<file path="src/dssb_pkg.sv">
package dssb_pkg;
	// register select codes on both access views
	localparam logic SEL_VERSION = 1'h0;
	localparam logic SEL_STATUS  = 1'h1;

	// version register fields
	localparam int          VER_ARCH_LSB = 16;
	localparam int          VER_SEC_LSB  = 12;
	localparam logic [3:0]  VER_ARCH_VAL = 4'h2;
	localparam logic [3:0]  VER_SEC_VAL  = 4'h1;

	// status register field positions
	localparam int ST_BARRIER    = 19;
	localparam int ST_NONSECURE  = 18;
	localparam int ST_NOT_SPOBS  = 17;
	localparam int ST_NOT_SPINV  = 16;
	localparam int ST_MODE_LSB   = 14;
	localparam int ST_INT_DIS    = 11;
	localparam int ST_STK_UNDEF  = 8;
	localparam int ST_STK_IMPREC = 7;
	localparam int ST_STK_PREC   = 6;
	localparam int ST_METHOD_LSB = 2;

	// sticky flag indices
	localparam int STK_UNDEF  = 2;
	localparam int STK_IMPREC = 1;
	localparam int STK_PREC   = 0;
	localparam int STK_NUM    = 3;

	// reset values
	localparam logic        RST_BARRIER = 1'h0;
	localparam logic        RST_INT_DIS = 1'h0;
	localparam logic [1:0]  RST_MODE    = 2'h0;
	localparam logic [3:0]  RST_METHOD  = 4'h0;
	localparam logic [31:0] RST_RDATA   = 32'h0;

	// debug mode value meaning debug disabled
	localparam logic [1:0]  MODE_DISABLED = 2'h0;

	// debug entry method encodings
	localparam logic [3:0] ENT_REQUEST  = 4'h0;
	localparam logic [3:0] ENT_BREAK    = 4'h1;
	localparam logic [3:0] ENT_WATCH    = 4'h2;
	localparam logic [3:0] ENT_BKPT     = 4'h3;
	localparam logic [3:0] ENT_EXT_REQ  = 4'h4;
	localparam logic [3:0] ENT_VEC_CAT  = 4'h5;
endpackage : dssb_pkg

</file>
<file path="src/dssb_sync.sv">
`timescale 1ns/100ps
// two-stage synchroniser for asynchronous pin levels
module dssb_sync #(
	parameter int WIDTH = 1
) (
	input  wire logic             sys_clk, // core clock
	input  wire logic             rst_n,   // synchronous reset
	input  wire logic [WIDTH-1:0] async_i, // raw pin levels
	output logic      [WIDTH-1:0] sync_q   // resynchronised levels
);
	typedef struct packed {
		logic [WIDTH-1:0] s1;
		logic [WIDTH-1:0] s2;
	} dssb_sync_t;

	dssb_sync_t q;
	dssb_sync_t d;

	// first stage feeds only the second stage
	always_comb begin
		d    = q;
		d.s1 = async_i;
		d.s2 = q.s1;
	end

	always_ff @(posedge sys_clk) begin
		if (!rst_n) begin
			q <= '0;
		end else begin
			q <= d;
		end
	end

	assign sync_q = q.s2;
endmodule : dssb_sync

</file>
<file path="src/dssb_sticky.sv">
`timescale 1ns/100ps
// sticky flag: hardware set beats a read clear in the same cycle
module dssb_sticky (
	input  wire logic sys_clk, // core clock
	input  wire logic rst_n,   // synchronous reset
	input  wire logic set_i,   // qualified event
	input  wire logic clr_i,   // clear on read
	output logic      flag_q   // held flag
);
	typedef struct packed {
		logic flag;
	} dssb_sticky_t;

	dssb_sticky_t q;
	dssb_sticky_t d;

	// set wins so no event is lost to a racing read
	always_comb begin
		d      = q;
		d.flag = set_i | (q.flag & ~clr_i);
	end

	always_ff @(posedge sys_clk) begin
		if (!rst_n) begin
			q <= '0;
		end else begin
			q <= d;
		end
	end

	assign flag_q = q.flag;
endmodule : dssb_sticky

</file>
<file path="src/dssb_top.sv">
// Contract
// RQ1 - version field reads 0x2 both views
// RQ2 - security field reads 0x1 both views
// RQ3 - barrier bit set by barrier in debug
// RQ4 - no imprecise abort taken while barrier set
// RQ5 - nonsecure status only when ns, not monitor
// RQ6 - bit 17 inverts secure observe permit
// RQ7 - bit 16 inverts secure invasive permit
// RQ8 - interrupt disable blocks irq and fiq
// RQ9 - disable ignored when mode off or permit low
// RQ10 - undefined sticky set only in debug state
// RQ11 - external status read clears undefined sticky
// RQ12 - imprecise sticky set only in debug state
// RQ13 - imprecise sticky cleared after read
// RQ14 - precise sticky set only in debug state
// RQ15 - entry method core writable, external read only
// RQ16 - bits 19,18 read only; 11 external write
// RQ17 - four permits gate invasive and observe debug
// RQ18 - entry method encodings as defined
// RQ19 - writes to read-only bits are ignored
`timescale 1ns/100ps
module dssb_top (
	input  wire logic        sys_clk,          // core clock, 40 MHz
	input  wire logic        rst_n,            // synchronous reset, active low
	// core view
	input  wire logic        core_rd_en,       // core read strobe
	input  wire logic        core_wr_en,       // core write strobe
	input  wire logic        core_sel,         // 0 version, 1 status
	input  wire logic [31:0] core_wdata,       // core write data
	output logic      [31:0] core_rdata_q,     // core read data
	output logic             core_rvalid_q,    // core read data valid
	// external debugger view
	input  wire logic        ext_rd_en,        // external read strobe
	input  wire logic        ext_wr_en,        // external write strobe
	input  wire logic        ext_sel,          // 0 version, 1 status
	input  wire logic [31:0] ext_wdata,        // external write data
	output logic      [31:0] ext_rdata_q,      // external read data
	output logic             ext_rvalid_q,     // external read data valid
	// debug permit pins
	input  wire logic        invasive_debug_permit,       // pin
	input  wire logic        observation_debug_permit,    // pin
	input  wire logic        secure_priv_invasive_permit, // pin
	input  wire logic        secure_priv_observe_permit,  // pin
	// core state, same clock
	input  wire logic        in_debug_state,   // core halted in debug
	input  wire logic        debug_entry,      // pulse on entering debug
	input  wire logic [3:0]  entry_method,     // cause of debug entry
	input  wire logic        data_sync_barrier,// barrier executed
	input  wire logic        nonsecure_world_bit, // world bit
	input  wire logic        monitor_mode,     // core in monitor mode
	input  wire logic        priv_mode,        // core in privileged mode
	input  wire logic        su_invasive_en,   // allow secure user invasive
	input  wire logic        su_observe_en,    // allow secure user observe
	input  wire logic        undef_exc,        // undefined instr exception
	input  wire logic        imprecise_abort,  // imprecise abort returned
	input  wire logic        precise_abort,    // precise data abort
	// interrupt pins
	input  wire logic        irq_pin,          // raw irq
	input  wire logic        fiq_pin,          // raw fiq
	// results
	output logic             irq_q,            // gated irq to core
	output logic             fiq_q,            // gated fiq to core
	output logic             imp_abort_take_q, // imprecise abort taken
	output logic             invasive_ok_q,    // invasive debug allowed
	output logic             observe_ok_q      // observation allowed
);
	typedef struct packed {
		logic [31:0] core_rdata;
		logic        core_rvalid;
		logic [31:0] ext_rdata;
		logic        ext_rvalid;
		logic        barrier;
		logic        int_dis;
		logic [1:0]  mode;
		logic [3:0]  method;
		logic        irq;
		logic        fiq;
		logic        imp_take;
		logic        inv_ok;
		logic        obs_ok;
	} dssb_state_t;

	dssb_state_t q;
	dssb_state_t d;

	logic [5:0]                  pins_s;
	logic                        invasive_debug_permit_s;
	logic                        observation_debug_permit_s;
	logic                        spi_s;
	logic                        spn_s;
	logic                        irq_s;
	logic                        fiq_s;
	logic [dssb_pkg::STK_NUM-1:0] stk_set;
	logic [dssb_pkg::STK_NUM-1:0] stk_q;
	logic                        ext_stat_rd;
	logic                        ns_status;
	logic                        int_mask;
	logic                        secure;
	logic [31:0]                 version_word;
	logic [31:0]                 status_word;

	// every pin crosses two flops before use
	dssb_sync #(
		.WIDTH(6)
	) u_sync (
		.sys_clk(sys_clk),
		.rst_n  (rst_n),
		.async_i({invasive_debug_permit, observation_debug_permit,
			secure_priv_invasive_permit, secure_priv_observe_permit,
			irq_pin, fiq_pin}),
		.sync_q (pins_s)
	);

	assign {invasive_debug_permit_s, observation_debug_permit_s, spi_s, spn_s, irq_s, fiq_s} = pins_s;

	// sticky events only count while halted in debug
	assign stk_set[dssb_pkg::STK_UNDEF]  = in_debug_state & undef_exc;       // RQ10
	assign stk_set[dssb_pkg::STK_IMPREC] = in_debug_state & imprecise_abort; // RQ12
	assign stk_set[dssb_pkg::STK_PREC]   = in_debug_state & precise_abort;   // RQ14

	// only the debugger's status read clears, core reads leave flags alone
	assign ext_stat_rd = ext_rd_en & (ext_sel == dssb_pkg::SEL_STATUS); // RQ11 RQ13

	// one sticky cell per flag
	generate
		for (genvar i = 0; i < dssb_pkg::STK_NUM; i++) begin : g_stk
			dssb_sticky u_stk (
				.sys_clk(sys_clk),
				.rst_n  (rst_n),
				.set_i  (stk_set[i]),
				.clr_i  (ext_stat_rd),
				.flag_q (stk_q[i])
			);
		end
	endgenerate

	// secure whenever world bit low or in monitor
	assign ns_status = nonsecure_world_bit & ~monitor_mode; // RQ5
	assign secure    = ~ns_status;

	// disable only bites with debug on and the permit high
	assign int_mask = q.int_dis & (q.mode != dssb_pkg::MODE_DISABLED) & invasive_debug_permit_s; // RQ8 RQ9

	// read-only identification word
	always_comb begin
		version_word = '0;
		version_word[dssb_pkg::VER_ARCH_LSB +: 4] = dssb_pkg::VER_ARCH_VAL; // RQ1
		version_word[dssb_pkg::VER_SEC_LSB +: 4]  = dssb_pkg::VER_SEC_VAL;  // RQ2
	end

	// status word, unlisted bits read zero
	always_comb begin
		status_word = '0;
		status_word[dssb_pkg::ST_BARRIER]         = q.barrier;
		status_word[dssb_pkg::ST_NONSECURE]       = ns_status; // RQ5
		status_word[dssb_pkg::ST_NOT_SPOBS]       = ~spn_s;    // RQ6
		status_word[dssb_pkg::ST_NOT_SPINV]       = ~spi_s;    // RQ7
		status_word[dssb_pkg::ST_MODE_LSB +: 2]   = q.mode;
		status_word[dssb_pkg::ST_INT_DIS]         = q.int_dis;
		status_word[dssb_pkg::ST_STK_UNDEF]       = stk_q[dssb_pkg::STK_UNDEF];
		status_word[dssb_pkg::ST_STK_IMPREC]      = stk_q[dssb_pkg::STK_IMPREC];
		status_word[dssb_pkg::ST_STK_PREC]        = stk_q[dssb_pkg::STK_PREC];
		status_word[dssb_pkg::ST_METHOD_LSB +: 4] = q.method;
	end

	// next state of all registered logic
	always_comb begin
		d = q;
		// read data shows the word before any clear
		d.core_rvalid = core_rd_en;
		d.ext_rvalid  = ext_rd_en;
		if (core_rd_en) begin
			d.core_rdata = (core_sel == dssb_pkg::SEL_STATUS) ? status_word : version_word;
		end
		if (ext_rd_en) begin
			d.ext_rdata = (ext_sel == dssb_pkg::SEL_STATUS) ? status_word : version_word;
		end
		// barrier flag lives only for the current debug session
		d.barrier = in_debug_state & (q.barrier | data_sync_barrier); // RQ3
		if (debug_entry && !data_sync_barrier) begin
			d.barrier = dssb_pkg::RST_BARRIER; // RQ3
		end
		// core may write only the entry method field
		if (core_wr_en && core_sel == dssb_pkg::SEL_STATUS) begin
			d.method = core_wdata[dssb_pkg::ST_METHOD_LSB +: 4]; // RQ15 RQ19
		end
		// hardware capture of the entry cause beats a core write
		if (debug_entry) begin
			d.method = entry_method; // RQ18
		end
		// debugger may write interrupt disable and mode, nothing else
		if (ext_wr_en && ext_sel == dssb_pkg::SEL_STATUS) begin
			d.int_dis = ext_wdata[dssb_pkg::ST_INT_DIS];       // RQ16 RQ19
			d.mode    = ext_wdata[dssb_pkg::ST_MODE_LSB +: 2]; // RQ19
		end
		// interrupts pass through one flop, gated by the disable
		d.irq = irq_s & ~int_mask; // RQ8
		d.fiq = fiq_s & ~int_mask; // RQ8
		d.imp_take = imprecise_abort & ~q.barrier; // RQ4
		// secure user debug follows priv permits unless widened
		d.inv_ok = invasive_debug_permit_s & (~secure | spi_s | (~priv_mode & su_invasive_en)); // RQ17
		d.obs_ok = (invasive_debug_permit_s | observation_debug_permit_s)
			& (~secure | spi_s | spn_s | (~priv_mode & su_observe_en)); // RQ17
	end

	// single state register
	always_ff @(posedge sys_clk) begin
		if (!rst_n) begin
			q             <= '0;
			q.core_rdata  <= dssb_pkg::RST_RDATA;
			q.ext_rdata   <= dssb_pkg::RST_RDATA;
			q.barrier     <= dssb_pkg::RST_BARRIER; // RQ16
			q.int_dis     <= dssb_pkg::RST_INT_DIS; // RQ16
			q.mode        <= dssb_pkg::RST_MODE;
			q.method      <= dssb_pkg::RST_METHOD;
		end else begin
			q <= d;
		end
	end

	assign core_rdata_q     = q.core_rdata;
	assign core_rvalid_q    = q.core_rvalid;
	assign ext_rdata_q      = q.ext_rdata;
	assign ext_rvalid_q     = q.ext_rvalid;
	assign irq_q            = q.irq;
	assign fiq_q            = q.fiq;
	assign imp_abort_take_q = q.imp_take;
	assign invasive_ok_q    = q.inv_ok;
	assign observe_ok_q     = q.obs_ok;
endmodule : dssb_top

</file>
<file path="config.mk">
export PLATFORM = sky130hd
export DESIGN_NAME = dssb_top
export DESIGN_NICKNAME = d
export VERILOG_FILES = /design/src/dssb_pkg.sv /design/src/dssb_sync.sv /design/src/dssb_sticky.sv /design/src/dssb_top.sv
export SDC_FILE = /design/constraint.sdc
export NUM_CORES = 1
export LEC_CHECK = 0
export ABC_AREA = 1
export ABC_CLOCK_PERIOD_IN_PS = 800
export BUFFER_PORTS_ARGS = -buffer_cell sky130_fd_sc_hd__buf_2
export CAP_MARGIN = 20
export CORE_UTILIZATION = 30
export CTS_CLUSTER_DIAMETER = 40
export CTS_CLUSTER_SIZE = 24
export DETAILED_ROUTE_END_ITERATION = 7
export SYNTH_ARGS = -nofsm -noshare
export SYNTH_HDL_FRONTEND = slang
export SYNTH_HIERARCHICAL = 1
export SYNTH_SLANG_ARGS = --single-unit
</file>
<file path="constraint.sdc">
create_clock -name sys_clk -period 0.8 [get_ports sys_clk]
set_clock_uncertainty 0.15 [all_clocks]
set_input_delay 0.04 -clock sys_clk [delete_from_list [all_inputs] [get_ports sys_clk]]
set_output_delay 0.04 -clock sys_clk [all_outputs]
set_load 0.02 [all_outputs]
</file>
==> results.yml, run 1 <==
route:
  first_pass_iters: 4
  wirelength_microns: 5980
  drc_errors: 0
  drt_iter0_drc: 40
  viasPerCell: 3.97
  route.vias.total: 2185
  wl_per_cell_microns: 10.9
  ant_nets: 0
timing:
  hold_viol_final: 18
  setup_violations: 62
  worst_slack_ps: -198
  finalCritPeriodShare: 1.25
  finalMaxSlewViolations: 0
  max_freq_mhz: 1000
  rsz0062_at_grt: "true"
  hold_ws_ps: -174
  fin_crit_ps: 998
setup_path:
  crit_path_end_kind: "output port"
  crit_required_ps: 610
  path_class: "flop to output port"
  r2r_cells: 5
  r2r_slack_ps: -60
  cp-start-kind: "flop"
  crit_path_max_incr_delay_ps: 360
  r2r_start: "u_sync/sync_q[5]$_SDFF_PN0_"
  path_delay_family: "flip-flops"
  path_cells: "buf_6"
  crit_arrival_ps: 810
  crit_slowest_cell: "dfxtp_2"
  critPathBufInv: 1
  worstPathMaxFanout: 2
  r2r_end: "invasive_ok_q$_SDFF_PN0_"
power_and_ir_drop:
  leakage_nw: 1.89
  power.density_mw_per_mm2: 1750
  max-vdd-ir-drop_mv: 0.764
  power.switching_mw: 1.81
  p_seq_frac: 0.485
  pwr-share-clk: 0.356
  swShare: 0.272
  p_int_mw: 4.85
  comb_power_share: 0.159
  total_power_mw: 6.67
job:
  max-cap-violations: 0
final_layout:
  layout-drive-gt1-share: 0.534
  n_fill_cell: 869
  syn_to_final_growth_pct: 39.3
  multi_input_area_sq_mm: 0.00107
  ff_latch_area_sq_mm: 0.00127
  diodes: 0
  nNetsFinal: 531
outcome:
  status: "complete, but fails checks"
  violations: "hold timing, setup timing"
logic_synthesis:
  synthDominantCellAreaShare: 0.438
  syn_area_sq_mm: 0.00274
  synth_seq_area_share: 0.438
  yosysTopAreaCell: "dfxtp_1"
  avgSynthCellArea_sq_um: 7.72
  synth-seq-cells: 60
  ys_top_cells_by_area: "dfxtp_1 (44%), buf_4 (18%), nand2_1 (14%)"
  synthCells: 355
  yosysWarnings: 6
  synth_cell_type_count: 17
global_routing:
  grt_pass1_vias: 1990
  antenna_found_initial: 0
  overflow: 0
  grt_pass1_wl_microns: 9330
  grt_start_max_net_pins: 22
  gr-usage-all-layers: 0.126
clock_tree:
  cts-root-buf: "clkbuf_8"
  cts_tree: "built"
  cts_buffers: 9
  clock_sinks: 60
  clock_latency_ps: 330
  htreeDepth: 3
  path_clk_slew_ps: 70
  clockBufferDepth: 2
floorplan:
  dieArea_sq_mm: 0.00952
  io-pin-count: 164
  die_x_microns: 97.6
  core-area_sq_mm: 0.00876
  fp-row-count: 34
  dieHeight_microns: 97.6
  start_util: 0.313
worst_hold_path:
  hold_class: "input pin to flop"
  whs_path_depth: 3
  hold_start: "ext_wdata[14]"
  whs_endpoint: "q[9]$_SDFFE_PN0P_"
place:
  portBuffers: 72
  hpwl_microns: 4160
  gp_congestion: 0.755
-- metal layers --
| layer | routed length (microns) | GRT usage | part of all wire |
|---|---|---|---|
| met1 | 2730 | 0.156 | 0.46 |
| met2 | 2820 | 0.200 | 0.47 |
| met3 | 344 | 0.0403 | 0.057 |
| met4 | 90 | 0.0509 | 0.015 |
| met5 | 0 | 0 | 0 |
-- flip-flops by register name, indices dropped and copies added (netlist names), 3 cells and up --
signal,cells
core_rdata_q,15
ext_rdata_q,15
g_stk.u_stk/flag_q,3
q,8
u_sync/d,6
u_sync/sync_q,6
-- cell families (layout without fill, tap and decap cells) --
family                 count (synthesis)  count (layout)  synth area share
DFF                                   60              60             0.438
AOI/OAI and AO/OA                     40              40            0.0991
and+or+nand+nor                      136             136             0.191
other                                  1              34           0.00137
buffers and inverters                118             172             0.270
-- cell type report --
type	count	area share
clock buffer	13	0.0416
timing repair buffer	112	0.263
multi-input combinational	210	0.280
clock inverter	2	0.00262
inverter	45	0.0459
tap	108	0.0354
sequential	60	0.332
-- power by group through the flow --
stage	Sequential, mW	Combinational, mW	Clock [mW]
final	3.24	1.06	2.37
after global routing	3.25	1.16	2.58
after CTS	3.23	0.992	2.41
after detailed placement	3.26	0.844	0
after global placement	3.25	0.826	0
after floorplan	3.26	0.731	0
-- cell usage after synthesis --
library cell / count
a21oi_1: 13
a21oi_2: 19
buf_12: 1
buf_2: 2
buf_4: 67
buf_6: 3
clkinv_2: 1
conb_1: 1
dfxtp_1: 60
inv_1: 41
inv_2: 2
inv_4: 1
nand2_1: 103
nand2_2: 3
nand3_1: 5
nor2_1: 25
o21ai_0: 8
-- stage by stage --
stage                     TNS [ps]   util  setup WS [ps]  std cells  cell area [sq um]
after floorplan                  0      -          0.253        388               2870
after global placement       -2460  0.336           -132        508               2940
after detailed placement     -3520  0.336           -175        508               2940
after CTS                    -7080  0.411           -207        538               3600
after global routing         -9230  0.435           -236        550               3820
final                        -6910  0.435           -198        550               3820
-- worst max-delay path by stage --
| stage | cells after the start | endpoint | startpoint | slack (ps) |
|---|---|---|---|---|
| final | 1 | core_rdata_q[17] | core_rdata_q[17]$_SDFFE_PN0P_ | -200 |
| after global routing | 1 | irq_q | irq_q$_SDFF_PN0_ | -240 |
| after CTS | 1 | irq_q | irq_q$_SDFF_PN0_ | -210 |
| after detailed placement | 6 | g_stk[2].u_stk/flag_q$_SDFF_PN0_ | ext_sel | -170 |
| after global placement | 6 | g_stk[1].u_stk/flag_q$_SDFF_PN0_ | ext_sel | -130 |
| after floorplan | 3 | fiq_q$_SDFF_PN0_ | q[11]$_SDFFE_PN0P_ | 0.3 |
-- cells in the final DEF (no fill, tap or decap), types with 3 or more instances in the layout --
cell / instances
nand3_2: 4
clkbuf_8: 11
conb_1: 34
inv_2: 8
buf_4: 17
dfxtp_2: 47
nor2_2: 3
nand2_4: 3
o21ai_2: 3
nor2_1: 19
o21ai_0: 3
a21oi_2: 23
buf_12: 4
nor2_4: 3
nand2_2: 21
dfxtp_1: 11
buf_6: 47
dlygate4sd3_1: 9
a21oi_1: 9
nand2_1: 82
buf_2: 35
inv_1: 34
clkinv_2: 3
-- what timing repair did --
item / CTS / global route
pin swaps: 22 / 29
hold buffers: 9 / 1
gates resized for setup: 146 / 43
hold endpoints to repair: 26 / 19
buffers inserted: 6 / 14
endpoints found under the setup margin: 57 / 69
Power figures use the tool's default switching activity.
==> run 2, diff against run 1 <==
--- a/config.mk
+++ b/config.mk
@@ -6,7 +6,7 @@
 export NUM_CORES = 1
 export LEC_CHECK = 0
 export ABC_AREA = 1
-export ABC_CLOCK_PERIOD_IN_PS = 800
+export ABC_CLOCK_PERIOD_IN_PS = 900
 export BUFFER_PORTS_ARGS = -buffer_cell sky130_fd_sc_hd__buf_2
 export CAP_MARGIN = 20
 export CORE_UTILIZATION = 30
==> constraint.sdc (replaced) <==
create_clock -name sys_clk -period 0.9 [get_ports sys_clk]
set_clock_uncertainty 0.15 [all_clocks]
set_input_delay 0.045 -clock sys_clk [delete_from_list [all_inputs] [get_ports sys_clk]]
set_output_delay 0.045 -clock sys_clk [all_outputs]
set_load 0.02 [all_outputs]
==> results.yml, run 2 (synthesis results as in run 1) <==
final_layout:
  layout_common_cells: "nand2_1 (99), dfxtp_2 (46), inv_1 (39)"
  finalNonFillerCells: 562
  layout-drive-gt1-share: 0.430
  layout_commonest_cell: "nand2_1"
  syn_to_final_growth_pct: 39.9
  nNetsFinal: 542
  diodes: 0
  n_fill_cell: 865
  fin_area_sq_mm: 0.00383
setup_path:
  crit_path_end_kind: "output port"
  path_delay_family: "flip-flops"
  path_class: "flop to output port"
  crit_path_max_incr_delay_ps: 350
  crit_slowest_cell: "dfxtp_2"
  cp-start-kind: "flop"
  worstPathMaxFanout: 2
  path_cells: "buf_6"
  crit_arrival_ps: 800
  critPathBufInv: 1
  r2r_slack_ps: -30
  crit_required_ps: 700
place:
  hpwl_microns: 4020
  dpl-instance-area_sq_mm: 0.00293
  gp_congestion: 0.717
  place_ws_ps: -88.2
  dpl.cell_count: 507
  portBuffers: 72
route:
  ant_nets: 0
  wirelength_microns: 6050
  wl_per_cell_microns: 10.8
  first_pass_iters: 4
  drc_errors: 0
  viasPerCell: 3.97
  drt_iter0_drc: 53
  route.vias.total: 2230
clock_tree:
  path_clk_slew_ps: 70
  cts-root-buf: "clkbuf_8"
  cts_tree: "built"
  clock_latency_ps: 340
  clockBufferDepth: 2
  htreeDepth: 3
  clock_sinks: 60
  cts_buffers: 9
timing:
  finalCritPeriodShare: 1.11
  hold_viol_final: 19
  finalMaxSlewViolations: 0
  worst_slack_ps: -96.5
  rsz0062_at_grt: "true"
  setup_violations: 40
  fin_crit_ps: 996
  max_freq_mhz: 1000
  hold_ws_ps: -150
worst_hold_path:
  hold_class: "input pin to flop"
power_and_ir_drop:
  max-vdd-ir-drop_mv: 0.551
  leakage_nw: 1.89
  total_power_mw: 6.25
  power.density_mw_per_mm2: 1630
floorplan:
  die_x_microns: 97.6
  io-pin-count: 164
  core-area_sq_mm: 0.00876
  start_util: 0.313
  fp-row-count: 34
  dieArea_sq_mm: 0.00952
  dieHeight_microns: 97.6
global_routing:
  overflow: 0
  grt_pass1_vias: 2081
  antenna_found_initial: 0
  gr-usage-all-layers: 0.132
  grt_pass1_wl_microns: 9720
  grt_start_max_net_pins: 21
job:
  max-cap-violations: 0
outcome:
  status: "complete, but fails checks"
  violations: "hold timing, setup timing"
[run 2: per-stage QoR]
step	util	setup TNS, ps	hold WS [ps]
2_1_floorplan	-	0	-11.5
3_3_place_gp	0.335	-690	81.0
3_5_place_dp	0.335	-907	79.5
4_1_cts	0.424	-3730	-157
5_1_grt	0.437	-4150	-151
6_report	0.437	-2860	-150
[run 2: layout make-up]
class / count / area (sq um) / share of cell area
clock inverters: 4 / 47.5 / 0.0124
repair buffers: 123 / 1100 / 0.288
well taps: 108 / 135 / 0.0353
multi-input cells: 210 / 956 / 0.249
inverters: 45 / 175 / 0.0457
flip-flops and latches: 60 / 1260 / 0.328
clock buffers: 12 / 155 / 0.0405
[run 2: repair_timing]
action | in CTS | in global routing
hold endpoints to repair | 36 | 16
endpoints found under the setup margin | 38 | 53
pin swaps | 0 | 15
hold buffers | 28 | 2
setup buffers | 3 | 12
gates resized for setup | 112 | 27
gates cloned | 0 | 0
[run 2: final timing paths]
| check | start | endpoint | cells after the start |
|---|---|---|---|
| worst max-delay path | core_rdata_q[11]$_SDFFE_PN0P_ | core_rdata_q[11] | 1 |
| worst min-delay path | monitor_mode | core_rdata_q[18]$_SDFFE_PN0P_ | 4 |
| worst max register to register | ext_rdata_q[3]$_SDFFE_PN0P_ | ext_rdata_q[3]$_SDFFE_PN0P_ | 4 |
| worst min register to register | u_sync/d[5]$_SDFF_PN0_ | u_sync/sync_q[5]$_SDFF_PN0_ | 2 |
[run 2: tightest hold or removal path, delay by kind of cell]
family	cells	cell delay (ps)
AOI/OAI and AO/OA	1	50
buffers and inverters	1	110
and+or+nand+nor	2	80
[run 2: layer usage]
| metal | GRT usage | share of wire | vias to the layer above |
|---|---|---|---|
| met5 | 0 | 0 | - |
| met4 | 0.0645 | 0.019 | 0 |
| met3 | 0.0360 | 0.046 | 11 |
| met2 | 0.214 | 0.46 | 76 |
| met1 | 0.162 | 0.48 | 992 |
| li1 | - | - | 1151 |
[run 2: report_power, final]
part / internal [mW] / total (mW) / switching [mW]
logic: 0.415 / 0.943 / 0.528
registers: 2.79 / 2.86 / 0.0742
clock network: 1.42 / 2.45 / 1.03
total: 4.62 / 6.25 / 1.63
==> run 3, diff against run 2 <==
--- a/config.mk
+++ b/config.mk
@@ -9,11 +9,14 @@
 export ABC_CLOCK_PERIOD_IN_PS = 900
 export BUFFER_PORTS_ARGS = -buffer_cell sky130_fd_sc_hd__buf_2
 export CAP_MARGIN = 20
-export CORE_UTILIZATION = 30
+export CELL_PAD_IN_SITES_DETAIL_PLACEMENT = 1
+export CELL_PAD_IN_SITES_GLOBAL_PLACEMENT = 2
+export CORE_UTILIZATION = 20
+export CTS_BUF_LIST = sky130_fd_sc_hd__clkbuf_2
 export CTS_CLUSTER_DIAMETER = 40
 export CTS_CLUSTER_SIZE = 24
 export DETAILED_ROUTE_END_ITERATION = 7
+export PLACE_DENSITY_LB_ADDON = 0.1
 export SYNTH_ARGS = -nofsm -noshare
 export SYNTH_HDL_FRONTEND = slang
-export SYNTH_HIERARCHICAL = 1
 export SYNTH_SLANG_ARGS = --single-unit
==> results.yml, run 3 <==
outcome:
  status: "complete, but fails checks"
  violations: "hold timing, setup timing"
route:
  drc_errors: 0
  wl_per_cell_microns: 11.7
  viasPerCell: 3.62
  wirelength_microns: 7310
  first_pass_iters: 2
  ant_nets: 0
  route.vias.total: 2257
  drt_iter0_drc: 69
final_layout:
  layout-drive-gt1-share: 0.412
  layout_commonest_cell: "nand2_1"
  finalNonFillerCells: 623
  layout_common_cells: "nand2_1 (102), dfxtp_2 (45), buf_6 (38)"
  diodes: 0
  nNetsFinal: 539
  n_fill_cell: 1531
  syn_to_final_growth_pct: 49.4
timing:
  setup_violations: 83
  hold_viol_final: 25
  finalCritPeriodShare: 1.32
  hold_ws_ps: -212
  fin_crit_ps: 1190
  max_freq_mhz: 842
  rsz0062_at_grt: "true"
  tns_ps: -14600
  worst_slack_ps: -288
  finalMaxSlewViolations: 0
logic_synthesis:
  ys.flop_type: "dfxtp_1"
  yosysMostFrequentCell: "nand2_1"
  yosysTopAreaCell: "dfxtp_1"
  synthDominantCellAreaShare: 0.457
  synth_cell_type_count: 16
  avgSynthCellArea_sq_um: 7.69
  synthCells: 342
  yosysWarnings: 0
  syn_area_sq_mm: 0.00263
  synth_seq_area_share: 0.457
  ys_top_cells_by_area: "dfxtp_1 (46%), buf_4 (18%), nand2_1 (15%)"
  synth_edf_count: 0
  synth-async-reset-ratio: 0
  synth-seq-cells: 60
  synthTopCellsByCount: "nand2_1 (103), buf_4 (64), dfxtp_1 (60)"
global_routing:
  use_met1: 0.134
  grt_pass1_wl_microns: 11100
  grt_pass1_vias: 2241
  grt_start_max_net_pins: 24
  grt_busiest_layer: "met2"
  use_met2: 0.188
  overflow: 0
  met3_usage: 0.0332
  antenna_found_initial: 0
  gr-usage-all-layers: 0.111
floorplan:
  dieHeight_microns: 117
  dieArea_sq_mm: 0.0136
  io-pin-count: 164
  die_x_microns: 117
  start_util: 0.207
  core-area_sq_mm: 0.0127
  fp-row-count: 41
setup_path:
  path_class: "flop to output port"
  crit_required_ps: 700
  crit_arrival_ps: 990
  r2r_slack_ps: 30
  crit_slowest_cell: "dfxtp_2"
  cp-start-kind: "flop"
  r2r_start: "q[11]$_SDFFE_PN0P_"
  r2r_end: "q[11]$_SDFFE_PN0P_"
  worstPathMaxFanout: 2
  crit_path_max_incr_delay_ps: 390
  crit_path_end_kind: "output port"
  r2r_cells: 3
  path_delay_family: "flip-flops"
  critPathBufInv: 1
  path_cells: "buf_6"
clock_tree:
  clockBufferDepth: 2
  clock_sinks: 60
  cts-root-buf: "clkbuf_2"
  cts_buffers: 9
  htreeDepth: 3
  cts_tree: "built"
  clock_latency_ps: 490
  path_clk_slew_ps: 190
job:
  max-cap-violations: 0
place:
  portBuffers: 72
  gp_congestion: 0.663
  dpl.cell_count: 562
  hpwl_microns: 4860
power_and_ir_drop:
  power.density_mw_per_mm2: 1630
  leakage_nw: 1.88
  max-vdd-ir-drop_mv: 0.487
worst_hold_path:
  hold_start: "ext_sel"
  whs_endpoint: "ext_rdata_q[12]$_SDFFE_PN0P_"
  hold_class: "input pin to flop"
  whs_path_depth: 4
run 3: cell count changes in the layout (fill, tap and decap cells not counted), sizes merged:
cell and delta:
dlygate4sd3 +8, nand2 -2, inv -13, buf +1, a21oi +1, clkinvlp -1, bufinv +3
run 3: report_power, final:
group / internal [mW] / leakage, nW / switching (mW)
sequential: 2.79 / 0.512 / 0.0785
clock: 1.49 / 0.104 / 1.04
combinational: 0.455 / 1.26 / 0.533
total: 4.74 / 1.88 / 1.66
run 3: logic make-up (layout without fill, tap and decap cells):
kind of cell           count (synthesis)  after routing  share of synthesized area
flip-flops                            60             60                      0.457
buffers and inverters                106            182                      0.255
AND/OR/NAND/NOR                      134            134                      0.195
AO/OA/AOI/OAI                         41             41                     0.0923
other                                  1             34                    0.00143
run 3: layout make-up:
cell class,count,area (sq um),area share
well taps,172,215,0.0548
repair inverters,1,5.00,0.00127
multi-input cells,209,912,0.232
inverters,32,125,0.0319
clock buffers,11,55.1,0.0140
repair buffers,133,1230,0.312
clock inverters,5,124,0.0315
flip-flops and latches,60,1260,0.322
run 3: per-stage QoR:
stage	power [mW]	util	worst slack, ps	hold WS, ps	cell area (sq um)
3_3_place_gp	3.65	0.232	-43.5	81.4	2960
2_1_floorplan	3.50	-	85.0	-11.5	2750
4_1_cts	6.47	0.299	-357	-160	3800
3_5_place_dp	3.66	0.232	-51.3	84.9	2960
6_report	6.39	0.309	-288	-212	3930
5_1_grt	6.75	0.309	-389	-225	3930
run 3: worst max path at each step:
stage                                   end  cells after the start                         start  slack, ps
6_report                    ext_rdata_q[12]                      1  ext_rdata_q[12]$_SDFFE_PN0P_       -290
5_1_grt                      ext_rdata_q[5]                      1   ext_rdata_q[5]$_SDFFE_PN0P_       -390
4_1_cts                     ext_rdata_q[12]                      1  ext_rdata_q[12]$_SDFFE_PN0P_       -360
3_5_place_dp   ext_rdata_q[11]$_SDFFE_PN0P_                      5                       ext_sel        -50
3_3_place_gp   ext_rdata_q[16]$_SDFFE_PN0P_                      6                     ext_rd_en        -40
2_1_floorplan              fiq_q$_SDFF_PN0_                      3            q[11]$_SDFFE_PN0P_         90
run 3: repair_timing:
item,4_1_cts,5_1_grt
pin swaps,0,6
endpoints found under the setup margin,41,84
gates cloned,0,2
gates resized for setup,115,24
buffers inserted,4,5
hold buffers,35,4
hold endpoints to repair,60,60
run 3: layer usage:
metal / share of wire / routed length (microns) / vias up
met2: 0.48 / 3500 / 69
met4: 0.013 / 96 / 0
met3: 0.044 / 321 / 9
li1: - / - / 1148
met1: 0.46 / 3390 / 1031
met5: 0 / 0 / -
